## config.mk

```make
export PLATFORM = sky130hd
export DESIGN_NAME = rlcu_top
export DESIGN_NICKNAME = d
export VERILOG_FILES = /design/src/rlcu_pkg.sv /design/src/rlcu_rotator.sv /design/src/rlcu_top.sv
export VERILOG_INCLUDE_DIRS = /design/src
export SDC_FILE = /design/constraint.sdc
export NUM_CORES = 1
export LEC_CHECK = 0
export ABC_AREA = 1
export BUFFER_PORTS_ARGS = -buffer_cell sky130_fd_sc_hd__clkbuf_2
export CORE_UTILIZATION = 30
export CTS_CLUSTER_SIZE = 14
export DETAILED_ROUTE_END_ITERATION = 8
export GPL_ROUTABILITY_DRIVEN = 0
export GPL_TIMING_DRIVEN = 0
export PLACE_DENSITY = 0.57
export REMOVE_ABC_BUFFERS = 1
export SLEW_MARGIN = 30
export SYNTH_ARGS = -nofsm -noshare
export SYNTH_HDL_FRONTEND = slang
export SYNTH_SLANG_ARGS = --single-unit
export TNS_END_PERCENT = 100
```

## constraint.sdc

```tcl
create_clock -name clk -period 1.9 [get_ports clk]
set_input_delay 0 -clock clk [delete_from_list [all_inputs] [get_ports clk]]
set_output_delay 0 -clock clk [all_outputs]
set_load 0.02 [all_outputs]
```

## src/rlcu_regs.svh

```systemverilog
`ifndef RLCU_REGS_SVH
`define RLCU_REGS_SVH

// ********************************************************
// instruction word fields
// ********************************************************
`define RLCU_F_OPHI     23:20
`define RLCU_F_OPLO     19:16
`define RLCU_F_SEL      15
`define RLCU_F_BYTE     14
`define RLCU_F_DEST     13
`define RLCU_F_FADDR    12:0
`define RLCU_F_DMODE    13:11
`define RLCU_F_DREG     10:7
`define RLCU_F_SMODE    6:4
`define RLCU_F_SREG     3:0

// ********************************************************
// opcode values
// ********************************************************
`define RLCU_OPC_HI     4'hD
`define RLCU_OPC_FILE   4'h6
`define RLCU_OPC_WFORM  4'h2
`define RLCU_OPC_SEL    1'h1
`define RLCU_WIDTH_BYTE 1'h1
`define RLCU_DEST_DEFW  1'h1
`define RLCU_DEFW_IDX   4'h0
`define RLCU_FADDR_PAD  3'h0

// ********************************************************
// status word bit positions and reset value
// ********************************************************
`define RLCU_SR_C       0
`define RLCU_SR_Z       1
`define RLCU_SR_N       3
`define RLCU_SR_RST     16'h0000
`define RLCU_FLAG_MASK  16'h000B

// ********************************************************
// addressing modes and pointer steps
// ********************************************************
`define RLCU_AM_DIR     3'h0
`define RLCU_AM_IND     3'h1
`define RLCU_AM_POSTDEC 3'h2
`define RLCU_AM_POSTINC 3'h3
`define RLCU_AM_PREDEC  3'h4
`define RLCU_AM_PREINC  3'h5
`define RLCU_STEP_BYTE  16'h0001
`define RLCU_STEP_WORD  16'h0002

`endif

```

## src/rlcu_pkg.sv

```systemverilog
// ********************************************************
// shared types
// ********************************************************
package rlcu_pkg;
    typedef logic [2:0]  rlcu_amode_t;
    typedef logic [15:0] rlcu_word_t;
    typedef enum logic [1:0] {
        RLCU_FORM_NONE,
        RLCU_FORM_FILE,
        RLCU_FORM_WFORM
    } rlcu_form_t;
endpackage : rlcu_pkg

```

## src/rlcu_rotator.sv

```systemverilog
`timescale 1ns/1ns
`default_nettype none

// ********************************************************
// rotate one position left through carry, byte or word
// ********************************************************
module rlcu_rotator
    import rlcu_pkg::*;
#(
    parameter int W = 16                // word width
)
(
    input  wire logic [W-1:0] opnd,     // operand value
    input  wire logic         carry_in, // carry before rotation
    input  wire logic         byte_sel, // high selects byte width
    output logic      [W-1:0] result,   // rotated value
    output logic              carry_out,// new carry
    output logic              neg,      // result sign for width
    output logic              zero      // result zero for width
);
    logic [W-1:0] word_rot;
    logic [7:0]   byte_rot;

    // carry enters at bit 0, everything moves one place up
    assign word_rot = {opnd[W-2:0], carry_in};                 // RL1
    assign byte_rot = {opnd[6:0], carry_in};                   // RL1

    // upper byte passes untouched in byte width; the core masks
    // the write with its byte enable anyway
    always_comb
    begin
        if (byte_sel)                                          // RL5
        begin
            result    = {opnd[W-1:8], byte_rot};
            carry_out = opnd[7];                               // RL2
            neg       = byte_rot[7];                           // RL13
            zero      = (byte_rot == 8'h00);                   // RL13
        end
        else
        begin
            result    = word_rot;
            carry_out = opnd[W-1];                             // RL2
            neg       = word_rot[W-1];                         // RL13
            zero      = (word_rot == {W{1'b0}});               // RL13
        end
    end
endmodule : rlcu_rotator

`default_nettype wire

```

## src/rlcu_top.sv

```systemverilog
`timescale 1ns/1ns
`default_nettype none
`include "rlcu_regs.svh"

// Function
// (RL1) shift up, old carry into bit 0
// (RL2) carry takes old top bit of width
// (RL3) file form writes default register or back
// (RL4) destination bit: 0 file, 1 default register
// (RL5) width bit: 0 word, 1 byte
// (RL6) file form decoded by 1101 0110 1
// (RL7) file address is 13 bits wide
// (RL8) register form decoded by 1101 0010 1
// (RL9) only negative, zero, carry change
// (RL10) one word, one cycle
// (RL11) byte suffix sets width bit
// (RL12) rotate uses carry from status word
// (RL13) negative from top bit, zero on zero
// (RL14) direct, indirect, pre/post inc/dec modes
module rlcu_top
    import rlcu_pkg::*;
(
    input  wire logic        clk,           // core clock
    input  wire logic        arst_n,        // async reset, low
    input  wire logic        instr_valid,   // instruction issued
    input  wire logic [23:0] instr_word,    // instruction word
    input  wire rlcu_word_t  sr_in,         // status_register_word now
    input  wire rlcu_word_t  reg_s_val,     // source register contents
    input  wire rlcu_word_t  reg_d_val,     // destination reg contents
    input  wire rlcu_word_t  mem_rd_data,   // data memory read value
    output logic      [3:0]  reg_s_idx,     // source register index
    output logic      [3:0]  reg_d_idx,     // destination reg index
    output logic             mem_rd_en,     // data memory read strobe
    output rlcu_word_t       mem_rd_addr,   // data memory read address
    output logic             done_q,        // instruction retired
    output logic             wr_byte_q,     // write is byte wide
    output rlcu_word_t       wr_data_q,     // result value
    output logic             wr_reg_en_q,   // register write
    output logic      [3:0]  wr_reg_idx_q,  // register written
    output logic             wr_mem_en_q,   // data memory write
    output rlcu_word_t       wr_mem_addr_q, // data memory write address
    output logic             s_ptr_en_q,    // source pointer update
    output rlcu_word_t       s_ptr_val_q,   // new source pointer
    output logic             d_ptr_en_q,    // destination ptr update
    output rlcu_word_t       d_ptr_val_q,   // new destination pointer
    output rlcu_word_t       sr_out_q       // status word after op
);
    // ****************************************************
    // decode
    // ****************************************************
    rlcu_form_t  form;
    rlcu_amode_t s_mode;
    rlcu_amode_t d_mode;
    rlcu_word_t  step;
    rlcu_word_t  s_ea;
    rlcu_word_t  d_ea;
    rlcu_word_t  s_ptr_new;
    rlcu_word_t  d_ptr_new;
    rlcu_word_t  opnd;
    rlcu_word_t  rot;
    logic [12:0] faddr;
    logic        byte_sel;
    logic        to_defw;
    logic        legal;
    logic        c_new;
    logic        n_new;
    logic        z_new;

    // opcode match decides the form; anything else is ignored
    always_comb
    begin
        form = RLCU_FORM_NONE;
        if (instr_word[`RLCU_F_OPHI] == `RLCU_OPC_HI &&
            instr_word[`RLCU_F_SEL] == `RLCU_OPC_SEL)
        begin
            if (instr_word[`RLCU_F_OPLO] == `RLCU_OPC_FILE)    // RL6
                form = RLCU_FORM_FILE;
            else if (instr_word[`RLCU_F_OPLO] == `RLCU_OPC_WFORM) // RL8
                form = RLCU_FORM_WFORM;
        end
    end

    // width bit as set by the assembler: suffix .b gives byte
    assign byte_sel = (instr_word[`RLCU_F_BYTE] ==
                       `RLCU_WIDTH_BYTE);                       // RL5 RL11
    assign to_defw  = (instr_word[`RLCU_F_DEST] == `RLCU_DEST_DEFW);  // RL4
    assign faddr    = instr_word[`RLCU_F_FADDR];                      // RL7
    assign s_mode   = instr_word[`RLCU_F_SMODE];                      // RL8
    assign d_mode   = instr_word[`RLCU_F_DMODE];                      // RL8
    assign reg_s_idx = instr_word[`RLCU_F_SREG];
    assign reg_d_idx = instr_word[`RLCU_F_DREG];
    assign step = byte_sel ? `RLCU_STEP_BYTE : `RLCU_STEP_WORD;

    // mode codes 6 and 7 are undefined; such words retire nothing
    assign legal = (form == RLCU_FORM_FILE) ||
                   (form == RLCU_FORM_WFORM &&
                    s_mode <= `RLCU_AM_PREINC &&
                    d_mode <= `RLCU_AM_PREINC);

    // ****************************************************
    // effective address and pointer arithmetic
    // ****************************************************
    function automatic rlcu_word_t ea_of(input rlcu_amode_t m,
                                         input rlcu_word_t  p,
                                         input rlcu_word_t  s);
        case (m)
            `RLCU_AM_PREDEC: ea_of = p - s;
            `RLCU_AM_PREINC: ea_of = p + s;
            default:         ea_of = p;
        endcase
    endfunction : ea_of

    function automatic rlcu_word_t ptr_of(input rlcu_amode_t m,
                                          input rlcu_word_t  p,
                                          input rlcu_word_t  s);
        case (m)
            `RLCU_AM_POSTDEC,
            `RLCU_AM_PREDEC:  ptr_of = p - s;
            `RLCU_AM_POSTINC,
            `RLCU_AM_PREINC:  ptr_of = p + s;
            default:          ptr_of = p;
        endcase
    endfunction : ptr_of

    // pre modes move the pointer before use, post modes after
    assign s_ea      = ea_of(s_mode, reg_s_val, step);          // RL14
    assign d_ea      = ea_of(d_mode, reg_d_val, step);          // RL14
    assign s_ptr_new = ptr_of(s_mode, reg_s_val, step);         // RL14
    assign d_ptr_new = ptr_of(d_mode, reg_d_val, step);         // RL14

    // operand fetch: memory for file form and indirect source
    always_comb
    begin
        mem_rd_en   = 1'b0;
        mem_rd_addr = {`RLCU_FADDR_PAD, faddr};
        opnd        = mem_rd_data;
        if (instr_valid && legal)
        begin
            if (form == RLCU_FORM_FILE)
                mem_rd_en = 1'b1;                               // RL7
            else if (s_mode == `RLCU_AM_DIR)
                opnd = reg_s_val;                               // RL14
            else
            begin
                mem_rd_en   = 1'b1;
                mem_rd_addr = s_ea;                             // RL14
            end
        end
    end

    // ****************************************************
    // rotation datapath
    // ****************************************************
    rlcu_rotator #(
        .W         (16)
    ) u_rot (
        .opnd      (opnd),
        .carry_in  (sr_in[`RLCU_SR_C]),                         // RL12
        .byte_sel  (byte_sel),
        .result    (rot),
        .carry_out (c_new),
        .neg       (n_new),
        .zero      (z_new)
    );

    // ****************************************************
    // one-cycle retire: all results land on the next edge
    // ****************************************************
    always_ff @(posedge clk or negedge arst_n)
    begin
        if (!arst_n)
        begin
            done_q    <= 1'b0;
            wr_byte_q <= 1'b0;
            wr_data_q <= 16'h0000;
        end
        else
        begin
            done_q    <= instr_valid && legal;                  // RL10
            wr_byte_q <= byte_sel;
            wr_data_q <= rot;                                   // RL1 RL12
        end
    end

    // destination routing for both forms
    always_ff @(posedge clk or negedge arst_n)
    begin
        if (!arst_n)
        begin
            wr_reg_en_q   <= 1'b0;
            wr_reg_idx_q  <= 4'h0;
            wr_mem_en_q   <= 1'b0;
            wr_mem_addr_q <= 16'h0000;
        end
        else
        begin
            wr_reg_en_q <= 1'b0;
            wr_mem_en_q <= 1'b0;
            if (instr_valid && legal && form == RLCU_FORM_FILE)
            begin
                wr_reg_en_q   <= to_defw;                       // RL3 RL4
                wr_reg_idx_q  <= `RLCU_DEFW_IDX;                // RL3
                wr_mem_en_q   <= !to_defw;                      // RL3 RL4
                wr_mem_addr_q <= {`RLCU_FADDR_PAD, faddr};      // RL3
            end
            else if (instr_valid && legal)
            begin
                wr_reg_en_q   <= (d_mode == `RLCU_AM_DIR);      // RL14
                wr_reg_idx_q  <= reg_d_idx;
                wr_mem_en_q   <= (d_mode != `RLCU_AM_DIR);      // RL14
                wr_mem_addr_q <= d_ea;
            end
        end
    end

    // pointer write-backs; if source and destination name the
    // same register the core must give the destination priority
    always_ff @(posedge clk or negedge arst_n)
    begin
        if (!arst_n)
        begin
            s_ptr_en_q  <= 1'b0;
            s_ptr_val_q <= 16'h0000;
            d_ptr_en_q  <= 1'b0;
            d_ptr_val_q <= 16'h0000;
        end
        else
        begin
            s_ptr_en_q  <= instr_valid && legal &&
                           form == RLCU_FORM_WFORM &&
                           s_mode >= `RLCU_AM_POSTDEC;          // RL14
            s_ptr_val_q <= s_ptr_new;
            d_ptr_en_q  <= instr_valid && legal &&
                           form == RLCU_FORM_WFORM &&
                           d_mode >= `RLCU_AM_POSTDEC;          // RL14
            d_ptr_val_q <= d_ptr_new;
        end
    end

    // status word: only N, Z, C are replaced, rest copied through
    always_ff @(posedge clk or negedge arst_n)
    begin
        if (!arst_n)
            sr_out_q <= `RLCU_SR_RST;
        else if (instr_valid && legal)
        begin
            sr_out_q              <= sr_in;                     // RL9
            sr_out_q[`RLCU_SR_C]  <= c_new;                     // RL2
            sr_out_q[`RLCU_SR_Z]  <= z_new;                     // RL13
            sr_out_q[`RLCU_SR_N]  <= n_new;                     // RL13
        end
    end
endmodule : rlcu_top

`default_nettype wire

```

==> key figures <==
Outcome
  – Status: finished, violations left
  – Failing checks: negative hold slack

Power and ir drop
  – Sequential share of power: around 37%
  – Sw Share: a little under a third
  – VDD IR max: roughly 340 µV
  – Net Switching: about 0.0018 W
  – Int Pwr: slightly below 0.004 W
  – Clock power share: a little under two fifths
  – Pwr Density: 650 mW/mm²
  – Lkg Pwr: 4.44 nW
  – Comb pwr share: roughly a quarter

Cells and area
  – Synthesis-to-layout area growth: 38.7%
  – Most frequent cells in the layout: 275 x nand2_1, 196 x clkbuf_2, 90 x dfrtp_1, 87 x inv_1, 74 x nand3_1
  – Nets@finish: approximately 1.2k
  – Share of layout cells above drive strength 1: 27.5%
  – Final design area excluding fillers: between 0.008 and 0.009 mm²
  – Commonest non-fill, non-tap cell in the layout: nand2_1
  – Fillers: 2,145
  – Sequential cell area: between 0.002 and 0.0025 mm²
  – Fin cells: 1,408
  – Multi-input logic area: 0.00362 mm²
  – Ant. Diodes: 0

Worst hold path
  – Worst hold path type: in2reg

Yosys
  – Unique masters post-synth: 45
  – Syn Inst Count: between 800 and 900
  – Synth Area in Adders: 3.08%
  – Simple-gate share of the synthesized area: between 30% and 40%
  – Xor and xnor fraction of the mapped netlist area: about 5%
  – Largest family of logic cells by synthesized area: simple AND/OR/NAND/NOR gates
  – #FFs+latches synth: 90
  – Async S/R FF share, synth: 100%
  – Cell area after synthesis: between 0.006 and 0.007 mm²
  – Main synth FF type: dfrtp_1
  – Synth Warn #: 0
  – Post-synthesis mux area share: 0%
  – Register area share after synthesis: a little over a third
  – EDFF count, synth: 0
  – Compound-Gate Fraction of Synth Area: between 10% and 20%
  – Synth Area per Inst: ~7 µm²

Placement
  – Port bufs: between 200 and 250
  – Placed cells: 1,324
  – Dpl cell area: 0.00741 mm²
  – Place WS: -1320 ps
  – DP HPWL: between 15,000 and 20,000 µm

STA
  – Final Hold Viols: 1
  – Max-slew violations: 0
  – Worst-margin pin slew: 862 ps
  – Final min period: about 1800 ps
  – Fmax: 550 MHz
  – Setup ws final: 81.0 ps
  – Final period utilization: 95.7%
  – Hold slack: -14.6 ps
  – Max-slew headroom: a little over two fifths
  – Final setup vio count: 0
  – Fin Setup TNS: 0 ps
  – Setup Skew: 0 ps

Setup path
  – CP Capture Type: output port
  – Critical path arrival: around 1800 ps
  – Largest fanout on the critical path: 12
  – Setup CP Type: in2out
  – Worst Setup Start Kind: primary input
  – Required time worst endpoint: between 1500 and 2000 ps

Floorplanning
  – Die width: 146 µm
  – Die Y: about 150 µm
  – Core area: 0.0203 mm²
  – # rows: 52
  – Die footprint: roughly 0.021 mm²
  – Initial Util: 30.8%
  – I/O pin count: 206

Route
  – WL/cell: approximately 17 µm
  – DRC: 0
  – Routed via count: a little under 7k
  – Initial DRC Count: around 460
  – Final WL: roughly 24,000 µm
  – Final ANT Viol Nets: 0
  – Drt first pass iters: 5
  – Vias/cell: between 4 and 5

Clock network
  – CTS buffer count: 9
  – CTS sink cnt: 90
  – Reg clk slew, reported paths: ~70 ps
  – CTS root buffer: clkbuf_16
  – H-tree Lvls: 3
  – Clk buf depth: 2
  – Clk_lat worst skew: ~350 ps
  – CTS tree: yes

Global route
  – M1 GR Usage: 30.5%
  – Largest net degree at the start of global routing: 62
  – Vias in the first global route: 6,493
  – First-pass GRT wire length: between 30,000 and 40,000 µm
  – Met2 Use GR: approximately a third
  – Busiest layer in global routing: met2
  – Met3 usage: 4.63%
  – Grt ovf: 0
  – GRT Total Usage: 21.9%
  – Antenna violations before repair: 0

Run
  – Max-cap viol count: 0
## what timing repair did
action | 4_1_cts | 5_1_grt
resized for setup | 31 | 45
cloned | 0 | 1
setup buffers | 11 | 13
hold endpoints to repair | 132 | 0
setup endpoints to repair | 69 | 57
pin swaps | 4 | 14
hold buffers | 43 | 0
## kinds of logic (layout without fill, tap and decap cells)
family | Yosys count | count (layout)
adder cells (fa/ha/maj) | 13 | 13
AO/OA/AOI/OAI | 127 | 127
buffers and inverters | 145 | 391
AND/OR/NAND/NOR | 480 | 481
XOR/XNOR | 36 | 36
flip-flops | 90 | 90
## per-layer routing
layer,up-vias,share of wire [%]
li1,3375,-
met1,3257,47
met2,258,44
met3,38,6.5
met4,0,2.4
met5,-,0
## worst paths after layout
path	cells past startpoint	endpoint	startpoint	slack, ps
max	13	mem_rd_addr[8]	instr_word[14]	80
min	3	wr_reg_idx_q[2]	instr_word[9]	-10
max reg2reg	4	wr_mem_addr_q[7]	wr_mem_addr_q[7]	1150
min reg2reg	2	sr_out_q[10]	sr_out_q[10]	470
max in group asynchronous	3	wr_data_q[3]	arst_n	1210
min in group asynchronous	2	wr_mem_addr_q[14]	arst_n	110
## power by group through the flow
stage / clock [W] / sequential [W] / combinational (W)
after floorplan: 0 / 0.00230 / 0.000491
after global placement: 0 / 0.00213 / 0.00121
after detailed placement: 0 / 0.00213 / 0.00122
after CTS: 0.00220 / 0.00209 / 0.00133
after global routing: 0.00228 / 0.00210 / 0.00151
final: 0.00215 / 0.00209 / 0.00139
## cells in the mapped netlist, drive strengths merged, types with 10 or more instances
cell type	number	area, µm²
nand2	287	1090
inv	99	372
dfrtp	90	2250
nor2	77	359
nand3	75	375
o21ai	64	320
xor2	34	298
buf	29	190
nand4	24	165
a21oi	18	90.1
o211ai	13	97.6
clkbuf	12	45.0
nor3	10	60.1
## flip-flops by register name, summed over array words and instances, names as in the netlist
signal / count
s_ptr_en_q: 1
done_q: 1
s_ptr_val_q: 16
d_ptr_val_q: 16
sr_out_q: 16
wr_data_q: 16
wr_reg_idx_q: 4
wr_mem_addr_q: 16
wr_byte_q: 1
d_ptr_en_q: 1
wr_mem_en_q: 1
wr_reg_en_q: 1
## metrics by stage
step           utilization [%]  power [W]  hold slack (ps)
2_1_floorplan                -    0.00279             -296
6_report                  42.7    0.00563            -14.6
3_3_place_gp              36.3    0.00334              142
3_5_place_dp              36.5    0.00335            -80.2
4_1_cts                   41.3    0.00562           0.0946
5_1_grt                   42.7    0.00590             9.73
## critical path: stages
cell	delay, ps
clkbuf_16	150
ha_4	140
inv_1	60
fa_2	420
nor2_4	120
nand2_4	80
nor2_4	160
xor2_2	170
nand2_1	70
o2111ai_1	90
o21ai_0	130
inv_1	70
clkbuf_2	160
## final cells by class
type / instances / share of cell area, %
clock buffer: 12 / 2.85
clock inverter: 4 / 1.14
inverter: 104 / 4.69
multi-input combinational: 657 / 41.8
sequential: 90 / 26.0
tap: 270 / 3.90
timing repair buffer: 271 / 19.6
Power figures use the tool's default switching activity.
